--- config.mk ---
export PLATFORM = sky130hd
export DESIGN_NAME = smpc_top
export DESIGN_NICKNAME = d
export VERILOG_FILES = /design/src/pkg/smpc_pkg.sv /design/src/pkg/smpc_link_if.sv /design/src/design/smpc_clkgen.sv /design/src/design/smpc_shifter.sv /design/src/design/smpc_top.sv
export SDC_FILE = /design/constraint.sdc
export NUM_CORES = 1
export LEC_CHECK = 0
export BUFFER_PORTS_ARGS = -buffer_cell sky130_fd_sc_hd__buf_2
export CAP_MARGIN = 20
export CORE_MARGIN = 2
export CORE_UTILIZATION = 56
export CTS_CLUSTER_SIZE = 16
export DETAILED_ROUTE_END_ITERATION = 8
export GPL_ROUTABILITY_DRIVEN = 0
export HOLD_SLACK_MARGIN = 0.12
export PLACE_DENSITY = 0.8
export SYNTH_ARGS = -nofsm -noshare
export SYNTH_HDL_FRONTEND = slang
export SYNTH_SLANG_ARGS = --single-unit
--- constraint.sdc ---
create_clock -name ref_clk_i -period 4.7 [get_ports ref_clk_i]
set_input_delay 0.705 -clock ref_clk_i [delete_from_list [all_inputs] [get_ports ref_clk_i]]
set_output_delay 0.705 -clock ref_clk_i [all_outputs]
set_load 0.05 [all_outputs]
--- src/pkg/smpc_pkg.sv ---
// Constants, types and helpers shared by the serial master block
package smpc_pkg;

  typedef logic [7:0] smpc_byte_t;
  typedef logic [8:0] smpc_div_t;
  typedef logic [4:0] smpc_edge_t;

  // Register byte offsets on the AXI4-Lite slave
  localparam logic [7:0] OFF_CTRL = 8'h00;
  localparam logic [7:0] OFF_DIV  = 8'h04;
  localparam logic [7:0] OFF_TX   = 8'h08;
  localparam logic [7:0] OFF_RX   = 8'h0C;
  localparam logic [7:0] OFF_STAT = 8'h10;
  localparam logic [7:0] OFF_MASK = 8'h14;

  // Control field positions
  localparam int CTRL_LOW_BIT_FIRST = 0;
  localparam int CTRL_TX_PHASE      = 1;
  localparam int CTRL_RX_PHASE      = 2;
  localparam int CTRL_BIDIR         = 3;
  localparam int CTRL_BIDIR_DRIVE   = 4;
  localparam int CTRL_W             = 5;

  // Status and mask field positions
  localparam int STAT_DONE    = 0;
  localparam int STAT_COLLIDE = 1;
  localparam int STAT_OVERRUN = 2;
  localparam int STAT_W       = 3;
  localparam int STAT_BUSY    = 8;
  localparam int STAT_RX_FULL = 9;

  // Reset values
  localparam logic [CTRL_W-1:0] CTRL_RST = 5'h00;
  localparam smpc_div_t         DIV_RST  = 9'h000;
  localparam logic [STAT_W-1:0] STAT_RST = 3'h0;
  localparam logic [STAT_W-1:0] MASK_RST = 3'h0;

  // AXI responses
  localparam logic [1:0] RESP_OKAY   = 2'h0;
  localparam logic [1:0] RESP_SLVERR = 2'h2;

  // Serial clock timing at the 25 MHz reference
  localparam int REF_CLK_PS        = 40000;
  localparam int SCLK_MIN_PERIOD_PS = 83330;
  localparam int SCLK_MAX_PERIOD_PS = 31948880;
  localparam int MIN_PERIOD_CYC = (SCLK_MIN_PERIOD_PS + REF_CLK_PS - 1) / REF_CLK_PS;
  localparam int MAX_HALF_CYC   = SCLK_MAX_PERIOD_PS / (2 * REF_CLK_PS);
  localparam smpc_div_t DIV1_HIGH_CYC = smpc_div_t'(MIN_PERIOD_CYC / 2);
  localparam smpc_div_t DIV1_LOW_CYC  = smpc_div_t'(MIN_PERIOD_CYC - MIN_PERIOD_CYC / 2);
  localparam smpc_div_t MAX_HALF      = smpc_div_t'(MAX_HALF_CYC);
  localparam smpc_edge_t LAST_EDGE    = 5'h0F;

  // Length of the coming serial clock half in reference cycles
  function automatic smpc_div_t smpc_half_len(input smpc_div_t sel, input logic high);
    if (sel == 9'h000) begin
      return high ? DIV1_HIGH_CYC : DIV1_LOW_CYC;
    end
    if (sel >= MAX_HALF) begin
      return MAX_HALF;
    end
    return sel + 9'h001;
  endfunction : smpc_half_len

  function automatic logic smpc_pick(input smpc_byte_t b, input logic lsb_first);
    return lsb_first ? b[0] : b[7];
  endfunction : smpc_pick

  function automatic smpc_byte_t smpc_shift(input smpc_byte_t b, input logic lsb_first);
    return lsb_first ? {1'b0, b[7:1]} : {b[6:0], 1'b0};
  endfunction : smpc_shift

  function automatic smpc_byte_t smpc_insert(input smpc_byte_t b, input logic bit_in,
                                             input logic lsb_first);
    return lsb_first ? {bit_in, b[7:1]} : {b[6:0], bit_in};
  endfunction : smpc_insert

endpackage : smpc_pkg

--- src/pkg/smpc_link_if.sv ---
// Signals between the controller, the clock generator and the shifter
`timescale 1ns/10ps
interface smpc_link_if;
  logic                 start;
  smpc_pkg::smpc_byte_t tx_byte;
  logic                 lsb_first;
  logic                 tx_phase;
  logic                 rx_phase;
  smpc_pkg::smpc_div_t  div_sel;
  logic                 din;
  logic                 busy;
  logic                 tick;
  logic                 sclk;
  logic                 dout;
  logic                 done;
  smpc_pkg::smpc_byte_t rx_byte;

  modport ctrl  (output start, tx_byte, lsb_first, tx_phase, rx_phase, div_sel, din,
                 input busy, sclk, dout, done, rx_byte);
  modport clk   (input busy, div_sel, output tick, sclk);
  modport shift (input start, tx_byte, lsb_first, tx_phase, rx_phase, tick, din,
                 output busy, dout, done, rx_byte);
endinterface : smpc_link_if

--- src/design/smpc_clkgen.sv ---
// Serial clock divider: idles low, toggles only while a byte is moving
`timescale 1ns/10ps
module smpc_clkgen (
  input  wire logic ref_clk_i,
  input  wire logic rst_n_i,
  smpc_link_if.clk  lnk
);
  smpc_pkg::smpc_div_t cnt_q;
  smpc_pkg::smpc_div_t half;
  logic                sclk_q;

  assign half     = smpc_pkg::smpc_half_len(lnk.div_sel, sclk_q);
  // Compare with >= so a divider change mid-byte cannot stall the clock
  assign lnk.tick = lnk.busy && (cnt_q >= half - 9'h001);
  assign lnk.sclk = sclk_q;

  always_ff @(posedge ref_clk_i or negedge rst_n_i) begin
    if (!rst_n_i) begin
      cnt_q  <= 9'h000;
      sclk_q <= 1'b0;
    end else if (!lnk.busy) begin
      cnt_q  <= 9'h000;
      sclk_q <= 1'b0;
    end else if (lnk.tick) begin
      cnt_q  <= 9'h000;
      sclk_q <= ~sclk_q;
    end else begin
      cnt_q  <= cnt_q + 9'h001;
    end
  end
endmodule : smpc_clkgen

--- src/design/smpc_shifter.sv ---
// Byte shifter with independent transmit and receive clock phases
`timescale 1ns/10ps
module smpc_shifter (
  input  wire logic  ref_clk_i,
  input  wire logic  rst_n_i,
  smpc_link_if.shift lnk
);
  smpc_pkg::smpc_byte_t tx_q;
  smpc_pkg::smpc_byte_t rx_q;
  smpc_pkg::smpc_edge_t edge_q;
  logic                 busy_q;
  logic                 dout_q;
  logic                 done_q;
  logic                 lsb_q;
  logic                 txph_q;
  logic                 rxph_q;
  logic                 odd_edge;
  logic                 change_edge;
  logic                 sample_edge;

  assign odd_edge    = ~edge_q[0];
  assign change_edge = txph_q ? odd_edge : ~odd_edge;
  assign sample_edge = rxph_q ? ~odd_edge : odd_edge;

  assign lnk.busy    = busy_q;
  assign lnk.dout    = dout_q;
  assign lnk.done    = done_q;
  assign lnk.rx_byte = rx_q;

  // Bit order and phases are latched at start so a control write cannot change them mid-byte
  always_ff @(posedge ref_clk_i or negedge rst_n_i) begin
    if (!rst_n_i) begin
      tx_q   <= 8'h00;
      rx_q   <= 8'h00;
      edge_q <= 5'h00;
      busy_q <= 1'b0;
      dout_q <= 1'b0;
      done_q <= 1'b0;
      lsb_q  <= 1'b0;
      txph_q <= 1'b0;
      rxph_q <= 1'b0;
    end else begin
      done_q <= 1'b0;
      if (lnk.start && !busy_q) begin
        busy_q <= 1'b1;
        edge_q <= 5'h00;
        lsb_q  <= lnk.lsb_first;
        txph_q <= lnk.tx_phase;
        rxph_q <= lnk.rx_phase;
        if (!lnk.tx_phase) begin
          dout_q <= smpc_pkg::smpc_pick(lnk.tx_byte, lnk.lsb_first);
          tx_q   <= smpc_pkg::smpc_shift(lnk.tx_byte, lnk.lsb_first);
        end else begin
          tx_q   <= lnk.tx_byte;
        end
      end else if (busy_q && lnk.tick) begin
        edge_q <= edge_q + 5'h01;
        if (change_edge && edge_q != smpc_pkg::LAST_EDGE) begin
          dout_q <= smpc_pkg::smpc_pick(tx_q, lsb_q);
          tx_q   <= smpc_pkg::smpc_shift(tx_q, lsb_q);
        end
        if (sample_edge) begin
          rx_q <= smpc_pkg::smpc_insert(rx_q, lnk.din, lsb_q);
        end
        if (edge_q == smpc_pkg::LAST_EDGE) begin
          busy_q <= 1'b0;
          done_q <= 1'b1;
        end
      end
    end
  end
endmodule : smpc_shifter

--- src/design/smpc_top.sv ---
// Serial peripheral master with AXI4-Lite registers and interrupt
//
// Notes on behaviour
// - Bit order select 0 shifts MSB first, 1 shifts LSB first, both directions.
// - Both phases 0: first bit valid at once; both sample odd edges.
// - Tx phase 1, rx phase 0: master data after first edge; master samples odd.
// - Tx phase 0, rx phase 1: master data at once; master samples even edges.
// - Both phases 1: data after first edge; both sample even edges.
// - Serial clock period follows divider select, 83.33 ns to 31948.88 ns; the divider gives 120 ns to 31920 ns at 25 MHz.
// - Divider includes divide-by-1; its high and low halves may differ.
// - Phase rules apply unchanged in single-line bidirectional mode.
// - Each transfer moves exactly eight bits each way.
//
// Added by the designer: the AXI4-Lite register port and the placing of the registers.
`timescale 1ns/10ps
module smpc_top (
  input  wire logic        ref_clk_i,
  input  wire logic        rst_n_i,
  input  wire logic [7:0]  s_axi_awaddr_i,
  input  wire logic        s_axi_awvalid_i,
  output logic             s_axi_awready_o,
  input  wire logic [31:0] s_axi_wdata_i,
  input  wire logic [3:0]  s_axi_wstrb_i,
  input  wire logic        s_axi_wvalid_i,
  output logic             s_axi_wready_o,
  output logic [1:0]       s_axi_bresp_o,
  output logic             s_axi_bvalid_o,
  input  wire logic        s_axi_bready_i,
  input  wire logic [7:0]  s_axi_araddr_i,
  input  wire logic        s_axi_arvalid_i,
  output logic             s_axi_arready_o,
  output logic [31:0]      s_axi_rdata_o,
  output logic [1:0]       s_axi_rresp_o,
  output logic             s_axi_rvalid_o,
  input  wire logic        s_axi_rready_i,
  output logic             serial_clock_out_o,
  output logic             sdo_o,
  output logic             sdo_oe_o,
  input  wire logic        sdo_i,
  input  wire logic        sdi_i,
  output logic             irq_o
);

  smpc_link_if lnk ();

  // Configuration and status state
  logic [smpc_pkg::CTRL_W-1:0] ctrl_q;
  smpc_pkg::smpc_div_t         div_q;
  logic [smpc_pkg::STAT_W-1:0] status_q;
  logic [smpc_pkg::STAT_W-1:0] status_d;
  logic [smpc_pkg::STAT_W-1:0] mask_q;
  logic [smpc_pkg::STAT_W-1:0] stat_set;
  logic [smpc_pkg::STAT_W-1:0] stat_clr;
  smpc_pkg::smpc_byte_t        tx_hold_q;
  smpc_pkg::smpc_byte_t        rx_hold_q;
  logic                        rx_full_q;
  logic                        start_q;
  logic                        oe_q;
  logic                        irq_q;

  // AXI write channel state
  logic                        awready_q;
  logic                        wready_q;
  logic                        bvalid_q;
  logic [1:0]                  bresp_q;
  logic [7:0]                  waddr_q;
  logic [31:0]                 wdata_q;
  logic [3:0]                  wstrb_q;
  logic                        wr_fire;
  logic [31:0]                 wr_merged;

  // AXI read channel state
  logic                        arready_q;
  logic                        rvalid_q;
  logic [31:0]                 rdata_q;
  logic [1:0]                  rresp_q;
  logic                        rd_fire;
  logic [31:0]                 rd_word;
  logic                        busy_any;
  logic                        tx_write;
  logic                        rx_read;

  function automatic logic is_mapped(input logic [7:0] addr);
    return addr == smpc_pkg::OFF_CTRL || addr == smpc_pkg::OFF_DIV ||
           addr == smpc_pkg::OFF_TX   || addr == smpc_pkg::OFF_RX  ||
           addr == smpc_pkg::OFF_STAT || addr == smpc_pkg::OFF_MASK;
  endfunction : is_mapped

  // Byte lanes not strobed keep their old content
  function automatic logic [31:0] merge_lanes(input logic [31:0] old_w,
                                              input logic [31:0] new_w,
                                              input logic [3:0]  strb);
    logic [31:0] res;
    res = old_w;
    for (int i = 0; i < 4; i++) begin
      if (strb[i]) begin
        res[i*8 +: 8] = new_w[i*8 +: 8];
      end
    end
    return res;
  endfunction : merge_lanes

  smpc_clkgen u_clkgen (
    .ref_clk_i (ref_clk_i),
    .rst_n_i   (rst_n_i),
    .lnk       (lnk.clk)
  );

  smpc_shifter u_shifter (
    .ref_clk_i (ref_clk_i),
    .rst_n_i   (rst_n_i),
    .lnk       (lnk.shift)
  );

  // Link drive from the control side
  assign lnk.start     = start_q;
  assign lnk.tx_byte   = tx_hold_q;
  assign lnk.lsb_first = ctrl_q[smpc_pkg::CTRL_LOW_BIT_FIRST];
  assign lnk.tx_phase  = ctrl_q[smpc_pkg::CTRL_TX_PHASE];
  assign lnk.rx_phase  = ctrl_q[smpc_pkg::CTRL_RX_PHASE];
  assign lnk.div_sel   = div_q;
  // Single-line mode reads back the shared data pin with the same phase rules
  assign lnk.din       = ctrl_q[smpc_pkg::CTRL_BIDIR] ? sdo_i : sdi_i;

  // Pins; slave selects are left to general-purpose outputs elsewhere
  assign serial_clock_out_o = lnk.sclk;
  assign sdo_o              = lnk.dout;
  assign sdo_oe_o           = oe_q;
  assign irq_o              = irq_q;

  assign s_axi_awready_o = awready_q;
  assign s_axi_wready_o  = wready_q;
  assign s_axi_bvalid_o  = bvalid_q;
  assign s_axi_bresp_o   = bresp_q;
  assign s_axi_arready_o = arready_q;
  assign s_axi_rvalid_o  = rvalid_q;
  assign s_axi_rdata_o   = rdata_q;
  assign s_axi_rresp_o   = rresp_q;

  // A write completes once both address and data are held
  assign wr_fire  = !awready_q && !wready_q && !bvalid_q;
  assign rd_fire  = s_axi_arvalid_i && arready_q;
  assign busy_any = lnk.busy || start_q;
  assign tx_write = wr_fire && waddr_q == smpc_pkg::OFF_TX && wstrb_q[0];
  assign rx_read  = rd_fire && s_axi_araddr_i == smpc_pkg::OFF_RX;

  always_comb begin
    wr_merged = 32'h0000_0000;
    unique case (waddr_q)
      smpc_pkg::OFF_CTRL: wr_merged = merge_lanes({27'h0, ctrl_q}, wdata_q, wstrb_q);
      smpc_pkg::OFF_DIV:  wr_merged = merge_lanes({23'h0, div_q}, wdata_q, wstrb_q);
      smpc_pkg::OFF_MASK: wr_merged = merge_lanes({29'h0, mask_q}, wdata_q, wstrb_q);
      default:            wr_merged = merge_lanes(32'h0000_0000, wdata_q, wstrb_q);
    endcase
  end

  // Write address channel
  always_ff @(posedge ref_clk_i or negedge rst_n_i) begin
    if (!rst_n_i) begin
      awready_q <= 1'b1;
      waddr_q   <= 8'h00;
    end else if (s_axi_awvalid_i && awready_q) begin
      awready_q <= 1'b0;
      waddr_q   <= {s_axi_awaddr_i[7:2], 2'h0};
    end else if (bvalid_q && s_axi_bready_i) begin
      awready_q <= 1'b1;
    end
  end

  // Write data channel
  always_ff @(posedge ref_clk_i or negedge rst_n_i) begin
    if (!rst_n_i) begin
      wready_q <= 1'b1;
      wdata_q  <= 32'h0000_0000;
      wstrb_q  <= 4'h0;
    end else if (s_axi_wvalid_i && wready_q) begin
      wready_q <= 1'b0;
      wdata_q  <= s_axi_wdata_i;
      wstrb_q  <= s_axi_wstrb_i;
    end else if (bvalid_q && s_axi_bready_i) begin
      wready_q <= 1'b1;
    end
  end

  // Write response
  always_ff @(posedge ref_clk_i or negedge rst_n_i) begin
    if (!rst_n_i) begin
      bvalid_q <= 1'b0;
      bresp_q  <= smpc_pkg::RESP_OKAY;
    end else if (wr_fire) begin
      bvalid_q <= 1'b1;
      bresp_q  <= is_mapped(waddr_q) ? smpc_pkg::RESP_OKAY : smpc_pkg::RESP_SLVERR;
    end else if (bvalid_q && s_axi_bready_i) begin
      bvalid_q <= 1'b0;
    end
  end

  // Configuration registers
  always_ff @(posedge ref_clk_i or negedge rst_n_i) begin
    if (!rst_n_i) begin
      ctrl_q <= smpc_pkg::CTRL_RST;
      div_q  <= smpc_pkg::DIV_RST;
      mask_q <= smpc_pkg::MASK_RST;
    end else if (wr_fire) begin
      if (waddr_q == smpc_pkg::OFF_CTRL) begin
        ctrl_q <= wr_merged[smpc_pkg::CTRL_W-1:0];
      end
      if (waddr_q == smpc_pkg::OFF_DIV) begin
        div_q <= wr_merged[8:0];
      end
      if (waddr_q == smpc_pkg::OFF_MASK) begin
        mask_q <= wr_merged[smpc_pkg::STAT_W-1:0];
      end
    end
  end

  // Data line drive: always in full duplex, by direction bit in single-line mode
  always_ff @(posedge ref_clk_i or negedge rst_n_i) begin
    if (!rst_n_i) begin
      oe_q <= 1'b0;
    end else begin
      oe_q <= !ctrl_q[smpc_pkg::CTRL_BIDIR] || ctrl_q[smpc_pkg::CTRL_BIDIR_DRIVE];
    end
  end

  // Transfer start; a write during a transfer is dropped and flagged
  always_ff @(posedge ref_clk_i or negedge rst_n_i) begin
    if (!rst_n_i) begin
      start_q   <= 1'b0;
      tx_hold_q <= 8'h00;
    end else begin
      start_q <= 1'b0;
      if (tx_write && !busy_any) begin
        start_q   <= 1'b1;
        tx_hold_q <= wdata_q[7:0];
      end
    end
  end

  // Received byte is held until the next completed transfer
  always_ff @(posedge ref_clk_i or negedge rst_n_i) begin
    if (!rst_n_i) begin
      rx_hold_q <= 8'h00;
      rx_full_q <= 1'b0;
    end else begin
      if (lnk.done) begin
        rx_hold_q <= lnk.rx_byte;
        rx_full_q <= 1'b1;
      end else if (rx_read) begin
        rx_full_q <= 1'b0;
      end
    end
  end

  // Sticky events; a new event wins over a same-cycle clear
  always_comb begin
    stat_set = '0;
    stat_set[smpc_pkg::STAT_DONE]    = lnk.done;
    stat_set[smpc_pkg::STAT_COLLIDE] = tx_write && busy_any;
    stat_set[smpc_pkg::STAT_OVERRUN] = lnk.done && rx_full_q && !rx_read;
    stat_clr = '0;
    if (wr_fire && waddr_q == smpc_pkg::OFF_STAT && wstrb_q[0]) begin
      stat_clr = wdata_q[smpc_pkg::STAT_W-1:0];
    end
    status_d = (status_q & ~stat_clr) | stat_set;
  end

  always_ff @(posedge ref_clk_i or negedge rst_n_i) begin
    if (!rst_n_i) begin
      status_q <= smpc_pkg::STAT_RST;
    end else begin
      status_q <= status_d;
    end
  end

  always_ff @(posedge ref_clk_i or negedge rst_n_i) begin
    if (!rst_n_i) begin
      irq_q <= 1'b0;
    end else begin
      irq_q <= |(status_q & mask_q);
    end
  end

  // Read data selection
  always_comb begin
    rd_word = 32'h0000_0000;
    unique case (s_axi_araddr_i[7:2])
      smpc_pkg::OFF_CTRL[7:2]: rd_word[smpc_pkg::CTRL_W-1:0] = ctrl_q;
      smpc_pkg::OFF_DIV[7:2]:  rd_word[8:0] = div_q;
      smpc_pkg::OFF_TX[7:2]:   rd_word[7:0] = tx_hold_q;
      smpc_pkg::OFF_RX[7:2]:   rd_word[7:0] = rx_hold_q;
      smpc_pkg::OFF_STAT[7:2]: begin
        rd_word[smpc_pkg::STAT_W-1:0]  = status_q;
        rd_word[smpc_pkg::STAT_BUSY]    = busy_any;
        rd_word[smpc_pkg::STAT_RX_FULL] = rx_full_q;
      end
      smpc_pkg::OFF_MASK[7:2]: rd_word[smpc_pkg::STAT_W-1:0] = mask_q;
      default:                 rd_word = 32'h0000_0000;
    endcase
  end

  // Read channel: one read in flight, address taken only while idle
  always_ff @(posedge ref_clk_i or negedge rst_n_i) begin
    if (!rst_n_i) begin
      arready_q <= 1'b1;
      rvalid_q  <= 1'b0;
      rdata_q   <= 32'h0000_0000;
      rresp_q   <= smpc_pkg::RESP_OKAY;
    end else if (rd_fire) begin
      arready_q <= 1'b0;
      rvalid_q  <= 1'b1;
      rdata_q   <= rd_word;
      rresp_q   <= is_mapped({s_axi_araddr_i[7:2], 2'h0}) ?
                   smpc_pkg::RESP_OKAY : smpc_pkg::RESP_SLVERR;
    end else if (rvalid_q && s_axi_rready_i) begin
      arready_q <= 1'b1;
      rvalid_q  <= 1'b0;
    end
  end

endmodule : smpc_top

# Yosys cells after proc, flatten, opt, wreduce, memory -nomap -nowiden
# Index checks and enable logic that the tools add are counted.
totals:
  ramBits: 0
  wordCells: 186
  romBits: 0
  n_memories: 0
  regBits: 115
  inputBits: 61
  latch_bits: 0
classes:
  n_eq_ne: 17
  magnitude_cmp: 2
  div_mod_pow: 0
  n_bitwise: 7
  add_sub_neg: 4
  multipliers: 0
  n_shift: 0
  n_reduce_logical: 60
  mux: 62
op_table:
  columns: ["operator", "n"]
  rows:
  - ["8-bit two-way mux", 10]
  - ["9-bit two-way mux", 6]
  - ["1-bit two-way mux", 35]
  - ["6-bit by 2-bit equality test with 1-bit output (second input constant)", 4]
  - ["6-bit by 3-bit equality test with 1-bit output (second input constant)", 4]
  - ["1-bit logical AND", 20]
  - ["9-bit by 1-bit adder with 9-bit output (second input constant)", 2]
  - ["3-bit case mux with 6 select lines", 1]
  - ["9-bit case mux with 2 select lines", 1]
  - ["2-bit nonzero test", 8]
  - ["6-bit by 1-bit equality test with 1-bit output (second input constant)", 2]
  - ["1-bit logical OR", 12]
  - ["3-bit AND reduction", 4]
  - ["5-bit two-way mux", 2]
  - ["2-bit AND reduction", 5]
  - ["9-bit greater-or-equal comparator", 1]
  - ["9-bit greater-or-equal comparator (second input constant)", 1]
  - ["9-bit zero test", 1]
  - ["3-bit case mux with 3 select lines", 1]
  - ["9-bit by 1-bit subtractor with 9-bit output (second input constant)", 1]
  - ["8-bit by 4-bit equality test with 1-bit output (second input constant)", 1]
  - ["8-bit zero test", 1]
  - ["2-bit case mux with 4 select lines", 1]
  - ["1-bit zero test", 7]
  - ["14 further kinds", 21]

# Logic depth before layout (Yosys ltp)
logic_depth:
  ltp_word: 11
  mapped_depth: 18
  mapped_depth_nobuf: 17

# Hierarchy
# Synthesis repeated with hierarchy kept, for this count alone.
hier_totals:
  cells_unflattened: 561
  hier_area_um2: 6287.3
modules_own_cells:
  columns: ["module", "area_each_um2", "seq_area_each_um2", "instances", "cells_per_inst"]
  rows:
  - ["smpc_top", 3507.1, 1855.5, 1, 282]
  - ["smpc_shifter", 1636.6, 675.6, 1, 140]
  - ["smpc_clkgen", 1143.6, 250.2, 1, 139]

# Worst setup path after synthesis
# No wires, ideal clock.
synth_timing:
  kind: "register to register"
  start: "register div_q[4]"
  end: "register u_shifter.rx_q[0] (netlist: u_shifter.lnk.rx_byte[0])"
  n_path_buf: 1
  arrival_time_ps: 3627
  required_ps: 4575
  stages_incl_launch_ff: 17
  synth_period_minus_slack_ps: 3751
  slack_ps: 949
  cell_sequence: "dfrtp_1 > buf_4 > or3_4 > a31oi_1 > o21ai_2 > o22ai_1 > ha_1 > nand3_2 > nor4_1 > xor2_1 > ha_1 > nand4_1 > nor2_1 > a211oi_1 > nor2b_1 > nand2_1 > mux2_2"
synth_via:
  elab_chain_len: 10
  elab_cells_between_ends: 14
  classes_between: "add/sub (2); order compare (2); mux (6); reduce/logical (4)"
synth_lines:
  columns: ["element", "line_no", "source"]
  rows:
  - ["start: declaration", "smpc_top.sv:48", "smpc_pkg::smpc_div_t div_q;"]
  - ["start signal: assignment", "smpc_top.sv:202", "div_q <= smpc_pkg::DIV_RST;"]
  - ["start signal: assignment", "smpc_top.sv:209", "div_q <= wr_merged[8:0];"]
  - ["9-bit greater-or-equal comparator", "smpc_pkg.sv:58", "if (sel >= MAX_HALF) begin"]
  - ["1-bit two-way mux (2 in series)", "smpc_pkg.sv:58", null]
  - ["9-bit two-way mux", "smpc_pkg.sv:61", "return sel + 9'h001;"]
  - ["9-bit two-way mux (*)", "smpc_pkg.sv:58", null]
  - ["9-bit by 1-bit subtractor with 9-bit output (*)", "smpc_clkgen.sv:14", "assign lnk.tick = lnk.busy && (cnt_q >= half - 9'h001);"]
  - ["9-bit greater-or-equal comparator (*)", "smpc_clkgen.sv:14", null]
  - ["1-bit logical AND (*)", "smpc_clkgen.sv:14", null]
  - ["1-bit logical AND (*)", "smpc_shifter.sv:56", "end else if (busy_q && lnk.tick) begin"]
  - ["3-bit AND reduction (no source line) (*)", null, null]
  - ["end signal: assignment", "smpc_shifter.sv:63", "rx_q <= smpc_pkg::smpc_insert(rx_q, lnk.din, lsb_q);"]
  - ["end: declaration", "smpc_shifter.sv:9", "smpc_pkg::smpc_byte_t rx_q;"]
# Every way passes the cells marked *; elsewhere a longest branch is shown, timed or not. The select of a mux whose other input is x is not followed.
# A chain may end at the register's enable or synchronous reset.

# Worst setup path in the final report
layout_timing:
  start: "register div_q[0]"
  end: "register u_shifter.rx_q[7] (netlist: u_shifter.lnk.rx_byte[7])"
# Same word-level chain as after synthesis.

==> results.json <==
{
  "fin_skew_ns": 0.02152,
  "met1Wirelength_mm": 5.559,
  "synth_xor_xnor_area_share_pct": 3.500,
  "ys_top_cells_by_area": "dfrtp_1 (45%), mux2_2 (13%), mux2i_1 (3.8%)",
  "actual_slew_at_the_worst_max_slew_pin_ns": 0.9721,
  "cts_buffer_depth": 2,
  "ff2ff_setup_slack_ns": 0.43,
  "worst_path_class_setup": "flip-flop to flip-flop",
  "design.portCount": 106,
  "finalSetupViolCount": 0,
  "synth_compound_area_share_pct": 10.81,
  "postSynthRegisterBits": 111,
  "rows": 37,
  "slowest_delay_ns": 0.49,
  "dp_slack_ns": 0.3687,
  "synthSimpleGateAreaFrac_pct": 12.94,
  "postPlaceCellArea_mm2": 0.006309,
  "holdWs_ns": 0.4575,
  "grtUsageTotal_pct": 23.25,
  "timing.critical_path.required_ns": 4.98,
  "grt_first_pass_wirelength_mm": 20.90,
  "async_reset_ff_share_pct": 100.0,
  "p_per_area_mw_per_mm2": 574.5,
  "timing.critical_path.arrival_ns": 4.56,
  "worst_path_cell_with_the_longest_stage_delay": "dfrtp_1",
  "timing.reg2reg.worst_path_depth": 17,
  "ys_warn_count": 0,
  "half_perimeter_wire_length_after_detailed_placement_mm": 9.398,
  "type_of_element_capturing_the_critical_path": "flip-flop",
  "design.die.area_mm2": 0.01157,
  "antenna_violations_before_repair": 1,
  "met3WireLength_um": 655,
  "synth_top_area_share_pct": 45.00,
  "outcome": "complete, no violations",
  "post-synth-top-area-cell": "dfrtp_1",
  "critical_path.most_common_cell": "ha_1",
  "r2r_start": "div_q[0]",
  "coreArea_mm2": 0.01037,
  "synth_enable_flop_cells": 0,
  "finalInstanceArea_mm2": 0.006501,
  "adder_and_majority_gate_portion_of_the_synthesized_area_pct": 3.125,
  "detailroute.via_count": 4286,
  "global_route_overflow": 0,
  "crit_fanout": 14,
  "highest-signal-layer": "met4",
  "htree_levels": 3,
  "class_of_the_worst_hold_path": "primary input to async pin",
  "largest_net_degree_at_the_start_of_global_routing": 77,
  "first_pass_iters": 6,
  "worst_setup_hold_path_clk_slew_ns": 0.12,
  "slew_headroom_pct": 35.06,
  "final_count_of_hold_timing_violations": 0,
  "count_of_inserted_antenna_diode_cells": 0,
  "initial_utilization_pct": 57.92,
  "synthesis.instances": 552,
  "path_cells": "ha_1 -> a21o_1 -> a31oi_1 -> o21ai_2 -> o22ai_1 -> ha_1 -> nand3_2 -> nor4_1 -> xor2_1 -> ha_1 -> nand4_1 -> nor2_1 -> a211oi_1 -> buf_12 -> nor2b_1 -> nand2_2 -> mux2_2",
  "tritoncts.num_buffers": 9,
  "layout_nets": 674,
  "final_tns_setup_ns": 0,
  "max_clock_freq_mhz": 233.9,
  "cp.buffers_inverters": 1,
  "ys_dominant_reg_cell": "dfrtp_1",
  "fin_crit_sh_pct": 90.95,
  "per_cell_via_count_in_the_routed_design": 5.800,
  "wl_met2_mm": 6.259,
  "syn-mean-instance-area_um2": 10.88,
  "timing_max_transition_violations_final": 0,
  "synthMuxAreaShare_pct": 18.08,
  "die_w_um": 107.6,
  "period_minus_slack_ns": 4.275,
  "ys_types": 59,
  "drt_first_iter_violations": 295,
  "largest_family_of_logic_cells_by_synthesized_area": "multiplexers",
  "drc": 0,
  "ir_worst_vdd_v": 0.0004934,
  "synth.yosys.seq_area_share_pct": 46.31,
  "number_of_i_o_port_buffers": 54,
  "ant_nets": 0,
  "critical-path-top-delay-family": "compound AO/OA/AOI/OAI gates",
  "die_h_um": 107.6,
  "grt_pass1_vias": 4162,
  "critical_path.reg2reg.endpoint": "u_shifter.lnk.rx_byte[7]",
  "timing.critical_path.from_type": "flip-flop",
  "grt_setup_unrepaired": "no",
  "syn_to_final_growth_pct": 8.250,
  "max-cap-violations": 0,
  "wl_per_cell_um": 17.30,
  "p_leak_nw": 2.978,
  "root_buffer": "clkbuf_8",
  "numClockSinks": 111,
  "clock_insertion_delay_worst_skew_ns": 0.40,
  "totalWireLength_mm": 12.79,
  "cts_tree": "done",
  "layout-drive-gt1-share_pct": 27.20,
  "finalWorstSetupSlack_ns": 0.4252,
  "mappedNetlistArea_mm2": 0.006006
}
==> power by group <==
group          total [mW]  internal (mW)  switching, mW
clock               0.571          0.219          0.352
sequential           1.55           1.20          0.348
combinational        1.62          0.728          0.889
total                3.73           2.15           1.59
==> layout by cell type (no fill, tap or decap), types with 4 or more instances in the layout <==
| cell | instances |
|---|---|
| xor2_1 | 14 |
| a211oi_1 | 4 |
| buf_2 | 53 |
| a31oi_1 | 6 |
| mux2i_1 | 23 |
| o21ai_0 | 24 |
| nand3_1 | 9 |
| dfrtp_1 | 108 |
| mux2_2 | 70 |
| nor2_1 | 32 |
| conb_1 | 24 |
| nand2_1 | 54 |
| nor3b_1 | 4 |
| a21oi_1 | 21 |
| inv_1 | 9 |
| a21o_1 | 4 |
| nand2b_1 | 4 |
| clkbuf_8 | 10 |
| nand4_1 | 5 |
| xnor2_1 | 10 |
| a22o_1 | 9 |
| and3_1 | 6 |
| buf_4 | 5 |
| ha_1 | 15 |
| nor2b_1 | 6 |
| nor3_1 | 5 |
| a22oi_1 | 8 |
==> state kept, by name (all words and copies together) (netlist names), 2 cells and up <==
name,flops
ctrl_q,5
div_q,9
lnk.tx_byte,8
mask_q,3
rx_hold_q,8
s_axi_rdata_o,10
status_q,3
u_clkgen.cnt_q,9
u_shifter.edge_q,5
u_shifter.lnk.rx_byte,8
u_shifter.tx_q,8
waddr_q,6
wdata_q,9
wstrb_q,2
==> kinds of logic after synthesis <==
logic type	count (synthesis)
adders and majority gates	15
and+or+nand+nor	151
other	1
AOI/OAI and AO/OA	97
DFF	111
muxes	97
buffers and inverters	56
xor gates and xnor gates	24
==> synth_stat cells, drive strengths merged (7+ instances only) <==
cell    instances
ha             15
nor3            8
xor2           14
mux2           72
a22oi           8
xnor2          10
nor2           35
inv             9
o21ai          25
clkbuf         15
nand2          55
dfrtp         108
a21oi          21
a31oi           7
a22o            9
mux2i          23
buf            32
nand3          10
==> worst max path at each step <==
| stage | from | to | slack, ns | cells past startpoint |
|---|---|---|---|---|
| CTS | div_q[0] | u_shifter.lnk.rx_byte[0] | 0.36 | 17 |
| floorplan | div_q[4] | u_shifter.lnk.rx_byte[0] | 0.95 | 16 |
| detailed placement | div_q[0] | u_shifter.lnk.rx_byte[2] | 0.37 | 17 |
| global route | div_q[0] | u_shifter.lnk.rx_byte[7] | 0.06 | 17 |
| finish | div_q[0] | u_shifter.lnk.rx_byte[7] | 0.43 | 17 |
| global placement | div_q[0] | u_shifter.lnk.rx_byte[1] | 0.50 | 17 |
==> through the flow <==
step                util [%]  power [mW]  std cells
global route           62.69       3.991        739
detailed placement     60.83       3.167        723
floorplan                  -       2.687        575
finish                 62.69       3.735        739
global placement       60.83       3.083        723
CTS                    62.64       3.730        739
==> final cells by class <==
| type | instances | area (um2) |
|---|---|---|
| well taps | 136 | 170.2 |
| repair buffers | 59 | 322.8 |
| clock inverters | 5 | 46.29 |
| clock buffers | 11 | 141.4 |
| fillers | 851 | 3869 |
| flip-flops and latches | 111 | 2781 |
| multi-input cells | 408 | 3005 |
| inverters | 9 | 33.78 |
==> repair_timing <==
action | 4_1_cts | 5_1_grt
hold buffers | 0 | 0
setup buffers | 0 | 0
endpoints found under the setup margin | 0 | 15
gates resized for setup | 0 | 2
==> layer usage <==
| layer | track usage (%) | vias up |
|---|---|---|
| met4 | 8.150 | 0 |
| met2 | 37.56 | 123 |
| met1 | 31.35 | 2112 |
| li1 | - | 2024 |
| met5 | 0 | - |
| met3 | 4.600 | 27 |
==> worst reg2reg max path, delay by kind of cell (launching register included) <==
kind                     cells  cell delay (ns)
AO/OA/AOI/OAI                5             1.13
XOR/XNOR                     1             0.22
adder cells (fa/ha/maj)      3             0.83
buffers and inverters        1             0.20
flip-flops                   1             0.49
multiplexers                 1             0.36
AND/OR/NAND/NOR              6             0.92
Note: power is estimated with default switching activity, not from simulation.
